File: config.mk
export PLATFORM = sky130hd
export DESIGN_NAME = rmu_meter
export DESIGN_NICKNAME = d
export VERILOG_FILES = /design/src/include/rmu_pkg.sv /design/src/core/rmu_estimator.sv /design/src/core/rmu_meter.sv
export SDC_FILE = /design/constraint.sdc
export NUM_CORES = 1
export LEC_CHECK = 0
export BUFFER_PORTS_ARGS = -buffer_cell sky130_fd_sc_hd__buf_4
export CORE_UTILIZATION = 45
export CTS_CLUSTER_DIAMETER = 30
export CTS_CLUSTER_SIZE = 25
export DETAILED_ROUTE_END_ITERATION = 12
export PLACE_DENSITY = 0.61
export SYNTH_ARGS = -nofsm -noshare
export SYNTH_HDL_FRONTEND = slang
export SYNTH_SLANG_ARGS = --single-unit
File: constraint.sdc
create_clock -name clk_sys -period 7.8 [get_ports clk_sys]
set_input_delay 1.56 -clock clk_sys [delete_from_list [all_inputs] [get_ports clk_sys]]
set_output_delay 1.56 -clock clk_sys [all_outputs]
set_load 0.01 [all_outputs]
File: src/include/rmu_pkg.sv
// constants shared by the request metering unit files
package rmu_pkg;

   // register byte offsets
   localparam logic [11:0] RMU_OFS_CTL       = 12'h880;
   localparam logic [11:0] RMU_OFS_LAST      = 12'h88c;

   // metering_control field positions and widths
   localparam int          RMU_EN_BIT        = 0;
   localparam int          RMU_OVR_LSB       = 1;
   localparam int          RMU_OVR_W         = 4;
   localparam int          RMU_RSVD_BIT      = 5;
   localparam int          RMU_LIM_LSB       = 6;
   localparam int          RMU_LIM_W         = 10;
   localparam int          RMU_DADJ_LSB      = 16;
   localparam int          RMU_DADJ_W        = 16;
   localparam int          RMU_DADJ_MAG_W    = 15;

   // metering_control reset values
   localparam logic        RMU_EN_RST        = 1'b0;
   localparam logic [3:0]  RMU_OVR_RST       = 4'h2;
   localparam logic [9:0]  RMU_LIM_RST       = 10'h010;
   localparam logic [15:0] RMU_DADJ_RST      = 16'h0000;

   // metering counter format 0:13:11 and captured count 13.3
   localparam int          RMU_CNT_W         = 24;
   localparam int          RMU_CNT_INT_W     = 13;
   localparam int          RMU_CNT_FRAC_W    = 11;
   localparam int          RMU_LAST_W        = 16;
   localparam int          RMU_LAST_LSB      = 8;
   localparam logic [15:0] RMU_LAST_RST      = 16'h0000;

   // request length in dwords and completion packet size
   localparam int          RMU_LEN_W         = 11;
   localparam int          RMU_CPL_LOG2_DEF  = 5;

endpackage

File: src/core/rmu_estimator.sv
// completion size estimate for one non-posted read
`timescale 1ns/1ps
module rmu_estimator
   import rmu_pkg::*;
#(
   parameter int CPL_LOG2 = RMU_CPL_LOG2_DEF
)
(
   input  wire logic [RMU_LEN_W-1:0]     len_dw,
   input  wire logic [RMU_OVR_W-1:0]     ovr,
   input  wire logic [RMU_LIM_W-1:0]     lim,
   output logic      [RMU_CNT_INT_W-1:0] est_int,
   output logic                          is_small
);

   localparam logic [11:0] CPL_ROUND = 12'((1 << CPL_LOG2) - 1);
   localparam logic [16:0] EST_MAX   = 17'((1 << RMU_CNT_INT_W) - 1);

   logic [11:0] len_up;
   logic [11:0] packets;
   logic [15:0] overhead;
   logic [16:0] sum;

   always_comb
   begin
      len_up   = {1'b0, len_dw} + CPL_ROUND;
      packets  = len_up >> CPL_LOG2;
      overhead = {12'h000, ovr} * {4'h0, packets};
      sum      = {6'h00, len_dw} + {1'b0, overhead};
      is_small = {1'b0, len_dw} <= {1'b0, lim};
      if (is_small)
         est_int = {3'h0, lim};
      else if (sum > EST_MAX)
         est_int = EST_MAX[RMU_CNT_INT_W-1:0];
      else
         est_int = sum[RMU_CNT_INT_W-1:0];
   end

endmodule

File: src/core/rmu_meter.sv
// request metering unit: avalon register slave, counter and request gate
`timescale 1ns/1ps

// Notes on behaviour
// - meter only while the enable bit is set
// - four-bit overhead factor, resets to two
// - small reads use the fixed limit estimate
// - large reads estimate from completion packet count
// - counter drops every clock by adjustment
// - adjustment is 1:4:11 signed-magnitude, positive
// - counter is 24-bit unsigned 13.11
// - last loaded count kept read-only
// - count shown as 13.3 from counter top
// - lowest eight fractional load bits are zero
module rmu_meter
   import rmu_pkg::*;
#(
   parameter int CPL_LOG2 = RMU_CPL_LOG2_DEF
)
(
   input  wire logic                 clk_sys,
   input  wire logic                 sys_rst,
   input  wire logic [11:0]          avs_address,
   input  wire logic                 avs_read,
   input  wire logic                 avs_write,
   input  wire logic [31:0]          avs_writedata,
   input  wire logic [3:0]           avs_byteenable,
   output logic      [31:0]          avs_readdata,
   output logic                      avs_waitrequest,
   input  wire logic                 req_valid,
   output logic                      req_ready,
   input  wire logic                 req_np_read,
   input  wire logic [RMU_LEN_W-1:0] req_len_dw,
   output logic                      fwd_valid,
   input  wire logic                 fwd_ready,
   output logic                      fwd_np_read,
   output logic      [RMU_LEN_W-1:0] fwd_len_dw,
   output logic                      meter_busy
);

   typedef struct packed {
      logic                      en;
      logic [RMU_OVR_W-1:0]      ovr;
      logic [RMU_LIM_W-1:0]      lim;
      logic [RMU_DADJ_W-1:0]     dadj;
      logic [RMU_CNT_W-1:0]      cnt;
      logic [RMU_LAST_W-1:0]     last;
      logic                      waitrq;
      logic [31:0]               rdata;
      logic                      req_rdy;
      logic                      fv;
      logic                      fnp;
      logic [RMU_LEN_W-1:0]      flen;
      logic                      busy;
   } rmu_state_s;

   localparam rmu_state_s RMU_STATE_RST = '{
      en:      RMU_EN_RST,
      ovr:     RMU_OVR_RST,
      lim:     RMU_LIM_RST,
      dadj:    RMU_DADJ_RST,
      cnt:     '0,
      last:    RMU_LAST_RST,
      waitrq:  1'b1,
      rdata:   32'h0000_0000,
      req_rdy: 1'b1,
      fv:      1'b0,
      fnp:     1'b0,
      flen:    '0,
      busy:    1'b0
   };

   rmu_state_s                s_q;
   rmu_state_s                s_d;

   logic [RMU_CNT_INT_W-1:0]  est_int;
   logic                      est_small;
   logic                      accept;
   logic                      load;
   logic                      bus_req;
   logic [RMU_CNT_W-1:0]      dec_amt;
   logic [RMU_CNT_W-1:0]      load_val;
   logic [31:0]               ctl_word;
   logic [31:0]               wr_mask;
   logic [31:0]               ctl_new;

   rmu_estimator #(
      .CPL_LOG2 (CPL_LOG2)
   ) u_est (
      .len_dw   (req_len_dw),
      .ovr      (s_q.ovr),
      .lim      (s_q.lim),
      .est_int  (est_int),
      .is_small (est_small)
   );

   always_comb
   begin
      s_d      = s_q;
      accept   = req_valid && s_q.req_rdy;
      load     = accept && req_np_read && s_q.en;
      bus_req  = avs_read || avs_write;

      // top bit of the adjustment is ignored: it is the sign, kept zero
      dec_amt  = {9'h000, s_q.dadj[RMU_DADJ_MAG_W-1:0]};
      // estimate is whole dwords, so the fractional part loads as zero
      load_val = {est_int, 11'h000};

      ctl_word = {s_q.dadj, s_q.lim, 1'b0, s_q.ovr, s_q.en};
      wr_mask  = {{8{avs_byteenable[3]}}, {8{avs_byteenable[2]}},
                  {8{avs_byteenable[1]}}, {8{avs_byteenable[0]}}};
      ctl_new  = (ctl_word & ~wr_mask) | (avs_writedata & wr_mask);

      // one wait cycle per access, answer on the second cycle
      s_d.waitrq = !(bus_req && s_q.waitrq);
      if (avs_read && s_q.waitrq)
      begin
         unique case (avs_address[11:2])
            RMU_OFS_CTL[11:2]:  s_d.rdata = ctl_word;
            RMU_OFS_LAST[11:2]: s_d.rdata = {16'h0000, s_q.last};
            default:            s_d.rdata = 32'h0000_0000;
         endcase
      end
      if (avs_write && !s_q.waitrq &&
          avs_address[11:2] == RMU_OFS_CTL[11:2])
      begin
         s_d.en   = ctl_new[RMU_EN_BIT];
         s_d.ovr  = ctl_new[RMU_OVR_LSB +: RMU_OVR_W];
         s_d.lim  = ctl_new[RMU_LIM_LSB +: RMU_LIM_W];
         s_d.dadj = ctl_new[RMU_DADJ_LSB +: RMU_DADJ_W];
      end

      // counter never wraps below zero; a zero adjustment never drains it
      if (load)
      begin
         s_d.cnt  = load_val;
         s_d.last = load_val[RMU_CNT_W-1:RMU_LAST_LSB];
      end
      else if (s_q.cnt > dec_amt)
         s_d.cnt = s_q.cnt - dec_amt;
      else
         s_d.cnt = '0;

      // single output slot: a request waits until the slot is drained
      if (accept)
      begin
         s_d.fv   = 1'b1;
         s_d.fnp  = req_np_read;
         s_d.flen = req_len_dw;
      end
      else if (fwd_ready)
         s_d.fv   = 1'b0;

      // in-order port, so posted traffic also waits behind a busy meter
      s_d.req_rdy = !s_d.fv && (!s_d.en || s_d.cnt == '0);
      s_d.busy    = s_d.cnt != '0;
   end

   always_ff @(posedge clk_sys or posedge sys_rst)
   begin
      if (sys_rst)
         s_q <= RMU_STATE_RST;
      else
         s_q <= s_d;
   end

   assign avs_readdata    = s_q.rdata;
   assign avs_waitrequest = s_q.waitrq;
   assign req_ready       = s_q.req_rdy;
   assign fwd_valid       = s_q.fv;
   assign fwd_np_read     = s_q.fnp;
   assign fwd_len_dw      = s_q.flen;
   assign meter_busy      = s_q.busy;

   logic [RMU_CNT_W-1:0] exp_dec;
   assign exp_dec = {9'h000, s_q.dadj[RMU_DADJ_MAG_W-1:0]};

   // word decode seen from the bus side, used by the checks below
   logic                 hit_ctl;
   logic                 hit_last;
   assign hit_ctl  = avs_address[11:2] == RMU_OFS_CTL[11:2];
   assign hit_last = avs_address[11:2] == RMU_OFS_LAST[11:2];
endmodule

==> results of run 1 <==
-- cells in the mapped netlist (8+ instances only) --
| cell | count |
|---|---|
| sky130_fd_sc_hd__a21o_1 | 11 |
| sky130_fd_sc_hd__a21oi_1 | 31 |
| sky130_fd_sc_hd__a22oi_1 | 13 |
| sky130_fd_sc_hd__buf_4 | 43 |
| sky130_fd_sc_hd__clkbuf_1 | 28 |
| sky130_fd_sc_hd__dfrtp_1 | 111 |
| sky130_fd_sc_hd__fa_1 | 12 |
| sky130_fd_sc_hd__ha_1 | 52 |
| sky130_fd_sc_hd__inv_1 | 57 |
| sky130_fd_sc_hd__mux2_2 | 40 |
| sky130_fd_sc_hd__nand2_1 | 107 |
| sky130_fd_sc_hd__nand2b_1 | 11 |
| sky130_fd_sc_hd__nand3_1 | 14 |
| sky130_fd_sc_hd__nand4_1 | 8 |
| sky130_fd_sc_hd__nor2_1 | 35 |
| sky130_fd_sc_hd__nor2b_1 | 20 |
| sky130_fd_sc_hd__nor3_1 | 13 |
| sky130_fd_sc_hd__o211ai_1 | 8 |
| sky130_fd_sc_hd__o21a_1 | 9 |
| sky130_fd_sc_hd__o21ai_0 | 61 |
| sky130_fd_sc_hd__xnor2_1 | 22 |
| sky130_fd_sc_hd__xor2_1 | 14 |
-- path summary, 6_finish.rpt --
kind                                         startpoint                           end  slack (ns)  cells past startpoint
setup reg to reg                               register          meter_busy$_DFF_PP0_        2.48                     20
hold / removal             avs_readdata[30]$_DFFE_PP0P_  avs_readdata[30]$_DFFE_PP0P_        0.48                      2
min in group asynchronous                       sys_rst   avs_readdata[2]$_DFFE_PP0P_        1.25                      2
setup / recovery                          req_len_dw[1]          meter_busy$_DFF_PP0_        0.68                     24
hold reg to reg            avs_readdata[30]$_DFFE_PP0P_  avs_readdata[30]$_DFFE_PP0P_        0.48                      2
max in group asynchronous                       sys_rst             s_q[74]$_DFF_PP0_        5.32                      3
-- area by class of cell --
cell class	instances	area, um2	area share, %
Multi-Input combinational cell	576	4120	45.8
Sequential cell	115	2880	32.1
Timing Repair Buffer	115	863	9.61
Clock buffer	18	429	4.78
Tap cell	220	275	3.06
Inverter	57	216	2.41
Clock inverter	14	203	2.26
-- power by group through the flow --
stage	registers (W)	logic (W)	clock network [W]
2_1_floorplan	0.000721	0.000567	0
3_3_place_gp	0.000735	0.000724	0
3_5_place_dp	0.000737	0.000729	0
4_1_cts	0.000728	0.000735	0.000855
5_1_grt	0.000738	0.000826	0.000875
6_report	0.000728	0.000741	0.000841
-- per-layer routing --
layer	part of all wire, %	vias up	global-route usage (%)	wire length [um]
met5	0	-	0	0
met4	1.0	0	5.68	187
met3	6.2	14	5.81	1150
met2	43	190	32.5	8010
met1	50	2927	32.4	9200
li1	-	2936	-	-
-- critical path, cell delays in order --
cell and delay, ns:
sky130_fd_sc_hd__buf_4 0.14, sky130_fd_sc_hd__or4_1 0.54, sky130_fd_sc_hd__o21a_1 0.26, sky130_fd_sc_hd__xnor2_1 0.31
sky130_fd_sc_hd__nand2b_1 0.18, sky130_fd_sc_hd__fa_1 0.45, sky130_fd_sc_hd__fa_1 0.62, sky130_fd_sc_hd__inv_1 0.06
sky130_fd_sc_hd__ha_1 0.29, sky130_fd_sc_hd__a21o_1 0.19, sky130_fd_sc_hd__a21oi_1 0.22, sky130_fd_sc_hd__o21bai_1 0.09
sky130_fd_sc_hd__a21oi_1 0.22, sky130_fd_sc_hd__o21bai_1 0.09, sky130_fd_sc_hd__a21oi_1 0.17, sky130_fd_sc_hd__xnor2_1 0.17
sky130_fd_sc_hd__ha_1 0.30, sky130_fd_sc_hd__or3_1 0.37, sky130_fd_sc_hd__o32a_1 0.17, sky130_fd_sc_hd__nand4_1 0.17
sky130_fd_sc_hd__o211ai_2 0.13, sky130_fd_sc_hd__nor4_1 0.28, sky130_fd_sc_hd__and4_1 0.31, sky130_fd_sc_hd__o21ai_0 0.11
-- cells by family after synthesis --
| family | Yosys count |
|---|---|
| compound gates | 179 |
| xor+xnor | 36 |
| fa+ha+maj | 64 |
| buf+inv | 131 |
| flops | 115 |
| mux | 43 |
| simple gates | 254 |
-- per-stage QoR --
| step | std cells | setup WS, ns | hold slack [ns] | utilization, % | instance area (um2) |
|---|---|---|---|---|---|
| global placement | 1083 | 0.440 | 0.462 | 50.4 | 8350 |
| CTS | 1115 | 0.730 | 0.486 | 54.2 | 8990 |
| global route | 1115 | 0.231 | 0.500 | 54.2 | 8990 |
| finish | 1115 | 0.679 | 0.481 | 54.2 | 8990 |
| floorplan | 822 | 0.995 | 0.447 | - | 7650 |
| detailed placement | 1083 | 0.290 | 0.473 | 50.4 | 8350 |
==> out/summary.json, run 1 <==
{
  "layout_commonest_cell": "sky130_fd_sc_hd__buf_4",
  "fillCellCount": 1532,
  "clk_latency_ns": 0.42,
  "timing.max_cap.violations": 0,
  "achievable-frequency_mhz": 140,
  "worst_clock_skew_ns": 0.0110,
  "period_minus_slack_ns": 7.12,
  "switching_power_w": 0.000778,
  "portBuffers": 110,
  "syn_area_per_cell_um2": 9.30,
  "pin_count": 114,
  "setup_tns_ns": 0,
  "totalWireLength_mm": 18.6,
  "cts_root_buffer": "sky130_fd_sc_hd__clkbuf_16",
  "synth-seq-area-share_pct": 37.7,
  "post_cts.resized_instances": 0,
  "die_w_um": 132,
  "route.detailed.drc": 0,
  "vdd_drop_max_uv": 147,
  "antenna_violating_nets_post_route": 0,
  "grt_overall_usage_pct": 22.2,
  "sw_frac_of_total_pct": 33.7,
  "last_weighted_congestion_value_of_the_routability_driven_placer": 0.882,
  "grt_pass1_wl_mm": 30.6,
  "async_flop_share_pct": 100,
  "antennaDiodeCount": 0,
  "cts.reportedPaths.clkPinSlew_ns": 0.06,
  "layout-drive-gt1-share_pct": 22.6,
  "initial_utilization_pct": 46.1,
  "leading_cell_types_in_the_layout_fill_and_taps_excluded": "sky130_fd_sc_hd__buf_4 (115), sky130_fd_sc_hd__dfrtp_1 (111), sky130_fd_sc_hd__nand2_1 (106)",
  "pwr_density_cell_nw_per_um2": 257,
  "antenna_found_initial": 0,
  "critical_path_peak_fanout": 5,
  "post_cts_setup_buffers": 0,
  "post_synth_and_or_nand_nor_area_fraction_pct": 16.5,
  "final_nets": 1012,
  "via_per_inst": 5.44,
  "status": "complete, no violations",
  "muxShareOfSynthArea_pct": 6.28,
  "p_total_w": 0.00231,
  "clock_tree.htree_level_count": 4,
  "tritoncts.num_buffers": 17,
  "synthesis_warning_total": 0,
  "timing.setup.critical_path_class": "input port to register",
  "hold_bufs_inserted_after_cts": 0,
  "netlist-cell-type-count": 60,
  "core_um2": 16600,
  "vias": 6067,
  "synth_compound_area_share_pct": 15.2,
  "pin_count_of_the_biggest_net_entering_global_routing": 65,
  "timing_max_transition_violations_final": 0,
  "power.internal_w": 0.00153,
  "min-delay-path-class": "register to register",
  "kind_of_start_point_of_the_critical_path": "input port",
  "cts.sink_count": 115,
  "detailedPlacementHpwl_mm": 14.0,
  "setup_viol_count_final": 0,
  "leakagePower_nw": 4.30,
  "cts_max_path_bufs": 2,
  "netlist.area_leader.share_pct": 36.3,
  "synth.cell_area_um2": 7650,
  "power.share.combinational_pct": 32.1,
  "rsz0062_at_grt": "false",
  "vias_in_the_first_global_route": 6028,
  "ys_top_cells_by_area": "sky130_fd_sc_hd__dfrtp_1 (36%), sky130_fd_sc_hd__ha_1 (8.5%), sky130_fd_sc_hd__mux2_2 (5.9%), sky130_fd_sc_hd__nand2_1 (5.3%), sky130_fd_sc_hd__buf_4 (4.2%)",
  "p_clk_share_pct": 36.4,
  "grt_overflow_total": 0,
  "synthDominantAreaCellType": "sky130_fd_sc_hd__dfrtp_1",
  "die-height_um": 132,
  "max_slew.worst_pin.slew_ns": 0.923,
  "synth_seq_cells": 115,
  "number_of_cells_produced_by_synthesis": 822,
  "cts_tree": "built",
  "period_share_pct": 91.3,
  "syn_nets": 952,
  "seqPwrFrac_pct": 31.5,
  "placement_rows": 47,
  "synth-edff-count": 0,
  "detailed_route_iter0_violations": 314,
  "syn2layout_area_growth_pct": 17.5,
  "xor_xnor_share_of_the_synthesized_area_pct": 4.12,
  "timing_hold_violations_final": 0,
  "timing.slew.headroom_pct": 38.2,
  "leading_register_cell_type_out_of_synthesis": "sky130_fd_sc_hd__dfrtp_1",
  "routed_wire_length_per_instance_um": 16.6,
  "floorplan.die_area_um2": 17500,
  "dominant_combinational_cell_family_by_area_after_synthesis": "simple AND/OR/NAND/NOR gates",
  "arrival_ns": 7.42,
  "yosys.area_share.adder_pct": 11.6,
  "drt_pass1_iterations": 5,
  "worst-endpoint-required_ns": 8.10,
  "critical_path.endpoint_type": "register"
}
Note: power is estimated with default switching activity, not from simulation.
==> inputs of run 2 (changes only) <==
--- a/config.mk
+++ b/config.mk
@@ -5,6 +5,7 @@
 export SDC_FILE = /design/constraint.sdc
 export NUM_CORES = 1
 export LEC_CHECK = 0
+export ABC_AREA = 1
 export BUFFER_PORTS_ARGS = -buffer_cell sky130_fd_sc_hd__buf_4
 export CORE_UTILIZATION = 45
 export CTS_CLUSTER_DIAMETER = 30
==> out/summary.json, run 2 <==
{
  "die_w": {"value": 136, "unit": "um", "change": "+2.7%"},
  "floorplan.die_area": {"value": 18500, "unit": "um2", "change": "+5.4%"},
  "critical_path.n_buffers_inverters": {"value": 9, "change": "+7"},
  "timing.slew.headroom": {"value": 26.4, "unit": "%", "change": "-12 points"},
  "die-height": {"value": 136, "unit": "um", "change": "+2.7%"},
  "netlist.area_leader.share": {"value": 34.4, "unit": "%", "change": "-1.9 points"},
  "detailed_route_iter0_violations": {"value": 307, "change": "-2.2%"},
  "synthesis_warning_total": {"value": 0, "change": "unchanged"},
  "vias": {"value": 6732, "change": "+11%"},
  "pin_count": {"value": 114, "change": "unchanged"},
  "arrival": {"value": 6.80, "unit": "ns", "change": "-0.62 ns"},
  "hold_ws": {"value": 0.480, "unit": "ns", "change": "-0.000996 ns"},
  "cts_tree": "built",
  "leakagePower": {"value": 5.09, "unit": "nW", "change": "+18%"},
  "synth.top_cells.by_count": "sky130_fd_sc_hd__nand2_1 (259), sky130_fd_sc_hd__inv_1 (165), sky130_fd_sc_hd__nor2_1 (114), sky130_fd_sc_hd__dfrtp_1 (111), sky130_fd_sc_hd__nand3_1 (59)",
  "status": "complete, no violations",
  "detailedPlacementHpwl": {"value": 15.2, "unit": "mm", "change": "+8.5%"},
  "antennaDiodeCount": {"value": 0, "change": "unchanged"},
  "synth-seq-area-share": {"value": 35.7, "unit": "%", "change": "-2.0 points"},
  "pin_count_of_the_biggest_net_entering_global_routing": {"value": 75, "change": "+15%"},
  "netlist-cell-type-count": {"value": 41, "change": "-32%"},
  "timing_hold_violations_final": {"value": 0, "change": "unchanged"},
  "kind_of_start_point_of_the_critical_path": "input port",
  "number_of_cells_produced_by_synthesis": {"value": 1054, "change": "+28%"},
  "synth_seq_cells": {"value": 115, "change": "unchanged"},
  "leading_register_cell_type_out_of_synthesis": "sky130_fd_sc_hd__dfrtp_1",
  "setup_tns": {"value": 0, "unit": "ns", "change": "unchanged"},
  "leading_cell_types_in_the_layout_fill_and_taps_excluded": "sky130_fd_sc_hd__nand2_1 (258), sky130_fd_sc_hd__inv_1 (164), sky130_fd_sc_hd__nor2_1 (114)",
  "async_flop_share": {"value": 100, "unit": "%", "change": "unchanged"},
  "critical-path-slowest-cell": "sky130_fd_sc_hd__fa_1",
  "via_per_inst": {"value": 4.94, "change": "-9.3%"},
  "layout_commonest_cell": "sky130_fd_sc_hd__nand2_1",
  "initial_utilization": {"value": 46.3, "unit": "%", "change": "+0.19 points"},
  "route.detailed.drc": {"value": 0, "change": "unchanged"},
  "portBuffers": {"value": 110, "change": "unchanged"},
  "last_weighted_congestion_value_of_the_routability_driven_placer": {"value": 0.893, "change": "+1.2%"},
  "worst_clock_skew": {"value": 0.00833, "unit": "ns", "change": "-0.00269 ns"},
  "tritoncts.num_buffers": {"value": 17, "change": "unchanged"},
  "layout-drive-gt1-share": {"value": 18.9, "unit": "%", "change": "-3.7 points"},
  "rsz0062_at_grt": "false",
  "timing.setup.critical_path_class": "input port to register",
  "synth.cell_area": {"value": 8070, "unit": "um2", "change": "+5.5%"},
  "pwr_density_cell": {"value": 248, "unit": "nW/um2", "change": "-3.4%"},
  "max_slew.worst_pin.slew": {"value": 1.10, "unit": "ns", "change": "+0.176 ns"},
  "synthDominantAreaCellType": "sky130_fd_sc_hd__dfrtp_1",
  "syn_area_per_cell": {"value": 7.65, "unit": "um2", "change": "-18%"},
  "vias_in_the_first_global_route": {"value": 6624, "change": "+9.9%"},
  "critical_path_peak_fanout": {"value": 4, "change": "-1"},
  "antenna_violating_nets_post_route": {"value": 0, "change": "unchanged"},
  "antenna_found_initial": {"value": 0, "change": "unchanged"},
  "synth-edff-count": {"value": 0, "change": "unchanged"},
  "cts_root_buffer": "sky130_fd_sc_hd__clkbuf_16",
  "cts.reportedPaths.clkPinSlew": {"value": 0.05, "unit": "ns", "change": "about the same"},
  "vdd_drop_max": {"value": 171, "unit": "uV", "change": "+16%"},
  "drt_pass1_iterations": {"value": 5, "change": "unchanged"},
  "grt_pass1_wl": {"value": 31.8, "unit": "mm", "change": "+4.2%"},
  "period_minus_slack": {"value": 6.45, "unit": "ns", "change": "-0.673 ns"},
  "timing_max_transition_violations_final": {"value": 0, "change": "unchanged"},
  "ys_top_cells_by_area": "sky130_fd_sc_hd__dfrtp_1 (34%), sky130_fd_sc_hd__nand2_1 (12%), sky130_fd_sc_hd__ha_1 (8.1%), sky130_fd_sc_hd__inv_1 (7.7%), sky130_fd_sc_hd__nor2_1 (5.3%)",
  "syn2layout_area_growth_pct": 16.3,
  "worst_path_dominant_cell_family": "adder cells",
  "cts.sink_count": {"value": 115, "change": "unchanged"},
  "min-delay-path-class": "register to register",
  "post_cts.resized_instances": {"value": 0, "change": "unchanged"},
  "clock_tree.htree_level_count": {"value": 4, "change": "unchanged"},
  "grt_overall_usage": {"value": 22.5, "unit": "%", "change": "+0.33 points"},
  "syn_nets": {"value": 1184, "change": "+24%"},
  "grt_overflow_total": {"value": 0, "change": "unchanged"},
  "achievable-frequency": {"value": 155, "unit": "MHz", "change": "+10%"},
  "setup_viol_count_final": {"value": 0, "change": "unchanged"},
  "routed_wire_length_per_instance": {"value": 14.2, "unit": "um", "change": "-15%"},
  "core": {"value": 17400, "unit": "um2", "change": "+5.0%"},
  "post_cts_setup_buffers": {"value": 0, "change": "unchanged"},
  "yosys.cell_count.top_type": "sky130_fd_sc_hd__nand2_1",
  "critical_path.endpoint_type": "register",
  "cts_max_path_bufs": {"value": 2, "change": "unchanged"},
  "placement_rows": {"value": 48, "change": "+2.1%"},
  "hold_bufs_inserted_after_cts": {"value": 0, "change": "unchanged"},
  "totalWireLength": {"value": 19.3, "unit": "mm", "change": "+4.1%"},
  "clk_latency": {"value": 0.42, "unit": "ns", "change": "about the same"},
  "final_nets": {"value": 1256, "change": "+24%"},
  "worst-endpoint-required": {"value": 8.15, "unit": "ns", "change": "+0.05 ns"},
  "period_share": {"value": 82.7, "unit": "%", "change": "-8.6 points"},
  "timing.max_cap.violations": {"value": 0, "change": "unchanged"},
  "worst_path_largest_cell_delay": {"value": 0.53, "unit": "ns", "change": "-0.09 ns"}
}
## run 2: cells by family (layout without fill, tap and decap cells)
group / Yosys count / count (layout) / share of synthesized area, %
AND/OR/NAND/NOR: 478 / 478 / 25.4
adder cells (fa/ha/maj): 64 / 64 / 11.0
buffers and inverters: 230 / 315 / 13.0
XOR/XNOR: 18 / 18 / 1.95
multiplexers: 35 / 35 / 4.89
AO/OA/AOI/OAI: 114 / 114 / 8.02
flip-flops: 115 / 115 / 35.7
## run 2: layout make-up
class | count | area, um2
Fill cell | 1731 | 8030
Sequential cell | 115 | 2880
Inverter | 170 | 641
Clock buffer | 23 | 488
Multi-Input combinational cell | 709 | 4140
Clock inverter | 9 | 103
Timing Repair Buffer | 113 | 848
Tap cell | 225 | 282
## run 2: per-stage QoR
step           worst slack (ns)  instance area, um2  power (W)  instances  util (%)
6_report                   1.35                9390    0.00233       1364      53.9
5_1_grt                   0.846                9390    0.00251       1364      53.9
4_1_cts                    1.37                9390    0.00235       1364      53.9
3_5_place_dp              0.947                8790    0.00156       1332      50.5
3_3_place_gp              0.980                8790    0.00156       1332      50.5
2_1_floorplan              1.68                8070    0.00136       1054         -
## run 2: metal layers
layer | routed length, um | track usage (%) | vias to the layer above
li1 | - | - | 3461
met1 | 8580 | 27.5 | 3132
met2 | 9600 | 39.0 | 112
met3 | 642 | 4.29 | 27
met4 | 491 | 8.52 | 0
met5 | 0 | 0 | -
## run 2: final timing paths
check	end	cells past startpoint	start	slack, ns
max	req_ready$_DFF_PP1_	38	req_len_dw[0]	1.35
min	avs_readdata[21]$_DFFE_PP0P_	2	avs_readdata[21]$_DFFE_PP0P_	0.48
max reg2reg	req_ready$_DFF_PP1_	26	register	2.89
min reg2reg	avs_readdata[21]$_DFFE_PP0P_	2	avs_readdata[21]$_DFFE_PP0P_	0.48
max in group asynchronous	avs_readdata[21]$_DFFE_PP0P_	3	sys_rst	5.22
min in group asynchronous	async pin	2	sys_rst	1.21
## run 2: where the power goes
| group | switching (W) | internal [W] | leakage [nW] |
|---|---|---|---|
| Clock | 0.000277 | 0.000501 | 0.285 |
| Combinational | 0.000542 | 0.000298 | 3.34 |
| Sequential | 0.0000408 | 0.000673 | 1.46 |
## run 2: worst min-delay path: cells and delay by family, from the launching register on
family | cells | cell delay [ns]
flip-flops | 1 | 0.34
AND/OR/NAND/NOR | 1 | 0.05
AO/OA/AOI/OAI | 1 | 0.05
==> inputs of run 3 (changes only) <==
--- a/config.mk
+++ b/config.mk
@@ -11,7 +11,7 @@
 export CTS_CLUSTER_DIAMETER = 30
 export CTS_CLUSTER_SIZE = 25
 export DETAILED_ROUTE_END_ITERATION = 12
-export PLACE_DENSITY = 0.61
+export PLACE_DENSITY = 0.64
 export SYNTH_ARGS = -nofsm -noshare
 export SYNTH_HDL_FRONTEND = slang
 export SYNTH_SLANG_ARGS = --single-unit
==> constraint.sdc (replaced) <==
create_clock -name clk_sys -period 5.92 [get_ports clk_sys]
set_input_delay 1.184 -clock clk_sys [delete_from_list [all_inputs] [get_ports clk_sys]]
set_output_delay 1.184 -clock clk_sys [all_outputs]
set_load 0.01 [all_outputs]
==> out/summary.json, run 3 (synthesized netlist as in run 2, its figures left out) <==
{
  "fillCellCount": {"value": 1667, "change": "-3.7%"},
  "finalNonFillerCells": {"value": 1420, "change": "+4.1%"},
  "leakagePower": {"value": 5.40, "unit": "nW", "change": "+6.2%"},
  "dp.cells": {"value": 1382, "change": "+3.8%"},
  "timing_max_transition_violations_final": {"value": 0, "change": "unchanged"},
  "cts_tree": "built",
  "rsz0062_at_grt": "true",
  "vias_in_the_first_global_route": {"value": 6757, "change": "+2.0%"},
  "pwr_density_cell": {"value": 323, "unit": "nW/um2", "change": "+30%"},
  "final_nets": {"value": 1312, "change": "+4.5%"},
  "setup_tns": {"value": 0, "unit": "ns", "change": "unchanged"},
  "hold_ws": {"value": 0.479, "unit": "ns", "change": "-0.00123 ns"},
  "path_depth": {"value": 38, "change": "unchanged"},
  "cts_max_path_bufs": {"value": 2, "change": "unchanged"},
  "r2r_end": "req_ready$_DFF_PP1_",
  "grt_overall_usage": {"value": 22.9, "unit": "%", "change": "+0.42 points"},
  "setup_viol_count_final": {"value": 0, "change": "unchanged"},
  "period_share_pct": 96.7,
  "achievable-frequency_mhz": 175,
  "placement_rows": {"value": 48, "change": "unchanged"},
  "via_per_inst": {"value": 4.88, "change": "-1.2%"},
  "syn2layout_area_growth_pct": 25.5,
  "timing.reg2reg.setup_slack": {"value": 1.12, "unit": "ns", "change": "-1.77 ns"},
  "leading_cell_types_in_the_layout_fill_and_taps_excluded": "sky130_fd_sc_hd__nand2_1 (247), sky130_fd_sc_hd__buf_4 (164), sky130_fd_sc_hd__inv_1 (156)",
  "reg2reg_path_depth": {"value": 27, "change": "+3.8%"},
  "pin_count": {"value": 114, "change": "unchanged"},
  "route.detailed.drc": {"value": 0, "change": "unchanged"},
  "cts.reportedPaths.clkPinSlew": {"value": 0.05, "unit": "ns", "change": "about the same"},
  "kind_of_start_point_of_the_critical_path": "input port",
  "worst_path_dominant_cell_family": "simple AND/OR/NAND/NOR gates",
  "cts_root_buffer": "sky130_fd_sc_hd__clkbuf_16",
  "timing.setup.critical_path_class": "input port to register",
  "totalWireLength": {"value": 20.0, "unit": "mm", "change": "+3.4%"},
  "hold_start": "avs_readdata[22]$_DFFE_PP0P_",
  "layout_commonest_cell": "sky130_fd_sc_hd__nand2_1",
  "timing_hold_violations_final": {"value": 0, "change": "unchanged"},
  "max_slew.worst_pin.slew": {"value": 1.06, "unit": "ns", "change": "-0.0443 ns"},
  "critical_path.endpoint_type": "register",
  "critical_path.n_buffers_inverters": {"value": 7, "change": "-2"},
  "critical_path_peak_fanout": {"value": 4, "change": "unchanged"},
  "floorplan.die_area": {"value": 18500, "unit": "um2", "change": "unchanged"},
  "hold_critical_path_depth": {"value": 2, "change": "unchanged"},
  "clock_tree.htree_level_count": {"value": 4, "change": "unchanged"},
  "status": "complete, no violations",
  "timing.max_cap.violations": {"value": 0, "change": "unchanged"},
  "period_minus_slack_ns": 5.73,
  "clk_latency": {"value": 0.42, "unit": "ns", "change": "about the same"},
  "grt_pass1_wl": {"value": 32.6, "unit": "mm", "change": "+2.4%"},
  "detailed_route_iter0_violations": {"value": 300, "change": "-2.3%"},
  "antenna_violating_nets_post_route": {"value": 0, "change": "unchanged"},
  "timing.slew.headroom": {"value": 29.4, "unit": "%", "change": "+3.0 points"},
  "layout-drive-gt1-share": {"value": 26.4, "unit": "%", "change": "+7.6 points"},
  "initial_utilization": {"value": 46.3, "unit": "%", "change": "unchanged"},
  "hold_bufs_inserted_after_cts": {"value": 0, "change": "unchanged"},
  "routed_wire_length_per_instance": {"value": 14.1, "unit": "um", "change": "-0.71%"},
  "portBuffers": {"value": 110, "change": "unchanged"},
  "worst_hold_path.endpoint": "avs_readdata[22]$_DFFE_PP0P_",
  "die_w": {"value": 136, "unit": "um", "change": "unchanged"},
  "worst_clock_skew": {"value": 0.0104, "unit": "ns", "change": "+0.00211 ns"},
  "core": {"value": 17400, "unit": "um2", "change": "unchanged"},
  "worst_path_largest_cell_delay": {"value": 0.52, "unit": "ns", "change": "about the same"},
  "arrival": {"value": 6.07, "unit": "ns", "change": "-0.73 ns"},
  "antenna_found_initial": {"value": 0, "change": "unchanged"},
  "detailedPlacementHpwl": {"value": 15.3, "unit": "mm", "change": "+0.62%"},
  "worst-endpoint-required": {"value": 6.26, "unit": "ns", "change": "-1.89 ns"},
  "pin_count_of_the_biggest_net_entering_global_routing": {"value": 70, "change": "-6.7%"},
  "min-delay-path-class": "register to register",
  "drt_pass1_iterations": {"value": 5, "change": "unchanged"},
  "die-height": {"value": 136, "unit": "um", "change": "unchanged"},
  "cts.sink_count": {"value": 115, "change": "unchanged"},
  "critical-path-slowest-cell": "sky130_fd_sc_hd__fa_1",
  "last_weighted_congestion_value_of_the_routability_driven_placer": {"value": 0.904, "change": "+1.3%"},
  "vdd_drop_max": {"value": 226, "unit": "uV", "change": "+32%"},
  "p_total": {"value": 0.00327, "unit": "W", "change": "+40%"},
  "vias": {"value": 6927, "change": "+2.9%"},
  "grt_overflow_total": {"value": 0, "change": "unchanged"},
  "tritoncts.num_buffers": {"value": 17, "change": "unchanged"},
  "antennaDiodeCount": {"value": 0, "change": "unchanged"}
}
run 3: cell count changes in the layout (fill, tap and decap cells not counted), moves of 7 or more:
| cell | before | now |
|---|---|---|
| sky130_fd_sc_hd__buf_4 | 113 | 164 |
| sky130_fd_sc_hd__inv_1 | 164 | 156 |
| sky130_fd_sc_hd__inv_2 | 5 | 12 |
| sky130_fd_sc_hd__nand2_1 | 258 | 247 |
| sky130_fd_sc_hd__nand2_2 | 7 | 17 |
| sky130_fd_sc_hd__nor2_1 | 114 | 107 |
run 3: stage by stage:
step	worst slack, ns	instance area, um2	util (%)
after floorplan	0.176	8070	-
after global placement	-0.381	9170	52.7
after detailed placement	-0.406	9170	52.7
after CTS	0.0408	9840	56.5
after global routing	-0.184	10100	58.1
final	0.194	10100	58.1
run 3: where the power goes:
group	internal, W	switching [W]
registers	0.000887	0.0000569
clock network	0.000809	0.000358
logic	0.000422	0.000733
total	0.00212	0.00115
run 3: routing by layer:
| metal | wire length, um | up-vias | global-route usage (%) |
|---|---|---|---|
| li1 | - | 3565 | - |
| met1 | 8910 | 3228 | 28.1 |
| met2 | 10300 | 110 | 41.2 |
| met3 | 443 | 24 | 3.36 |
| met4 | 354 | 0 | 7.10 |
| met5 | 0 | - | 0 |
run 3: how the worst max path moves through the flow:
stage / from / end / slack, ns
final: req_len_dw[4] / req_ready$_DFF_PP1_ / 0.19
after global placement: req_len_dw[3] / req_ready$_DFF_PP1_ / -0.38
after CTS: req_len_dw[3] / req_ready$_DFF_PP1_ / 0.04
after detailed placement: req_len_dw[3] / req_ready$_DFF_PP1_ / -0.41
after global routing: req_len_dw[4] / req_ready$_DFF_PP1_ / -0.18
after floorplan: req_len_dw[0] / req_ready$_DFF_PP1_ / 0.18
run 3: worst reg2reg max path, stage by stage (launching register included):
cell	delay, ns
sky130_fd_sc_hd__dfrtp_1	0.47
sky130_fd_sc_hd__inv_1	0.23
sky130_fd_sc_hd__nor2_1	0.10
sky130_fd_sc_hd__fa_1	0.53
sky130_fd_sc_hd__inv_1	0.05
sky130_fd_sc_hd__fa_1	0.52
sky130_fd_sc_hd__inv_1	0.06
sky130_fd_sc_hd__ha_4	0.25
sky130_fd_sc_hd__a21oi_1	0.15
sky130_fd_sc_hd__nand2_1	0.12
sky130_fd_sc_hd__a21oi_2	0.20
sky130_fd_sc_hd__o21bai_4	0.08
sky130_fd_sc_hd__nand2_1	0.06
sky130_fd_sc_hd__nand2_1	0.06
sky130_fd_sc_hd__a21oi_2	0.15
sky130_fd_sc_hd__xnor2_1	0.16
sky130_fd_sc_hd__ha_1	0.31
sky130_fd_sc_hd__nand2_2	0.11
sky130_fd_sc_hd__a21oi_2	0.04
sky130_fd_sc_hd__a211oi_2	0.27
sky130_fd_sc_hd__nand4_1	0.15
sky130_fd_sc_hd__nand3_2	0.11
sky130_fd_sc_hd__nand2_2	0.06
sky130_fd_sc_hd__nor2_1	0.10
sky130_fd_sc_hd__nand2_1	0.07
sky130_fd_sc_hd__nor2_2	0.11
sky130_fd_sc_hd__nand2_2	0.08
sky130_fd_sc_hd__a21oi_2	0.13
run 3: repair_timing:
| action | 4_1_cts | 5_1_grt |
|---|---|---|
| hold endpoints to repair | 0 | 0 |
| pin swaps | 0 | 45 |
| cloned | 0 | 0 |
| gates resized for setup | 1 | 62 |
| buffers inserted | 0 | 7 |
| endpoints found under the setup margin | 1 | 10 |
run 3: cell type report:
type                    instances  area [um2]  area share (%)
well taps                     225         282            2.78
flip-flops and latches        115        2880            28.5
multi-input cells             709        4350            43.0
repair buffers                169        1290            12.8
clock inverters                10         203            2.00
inverters                     170         643            6.36
clock buffers                  22         464            4.59
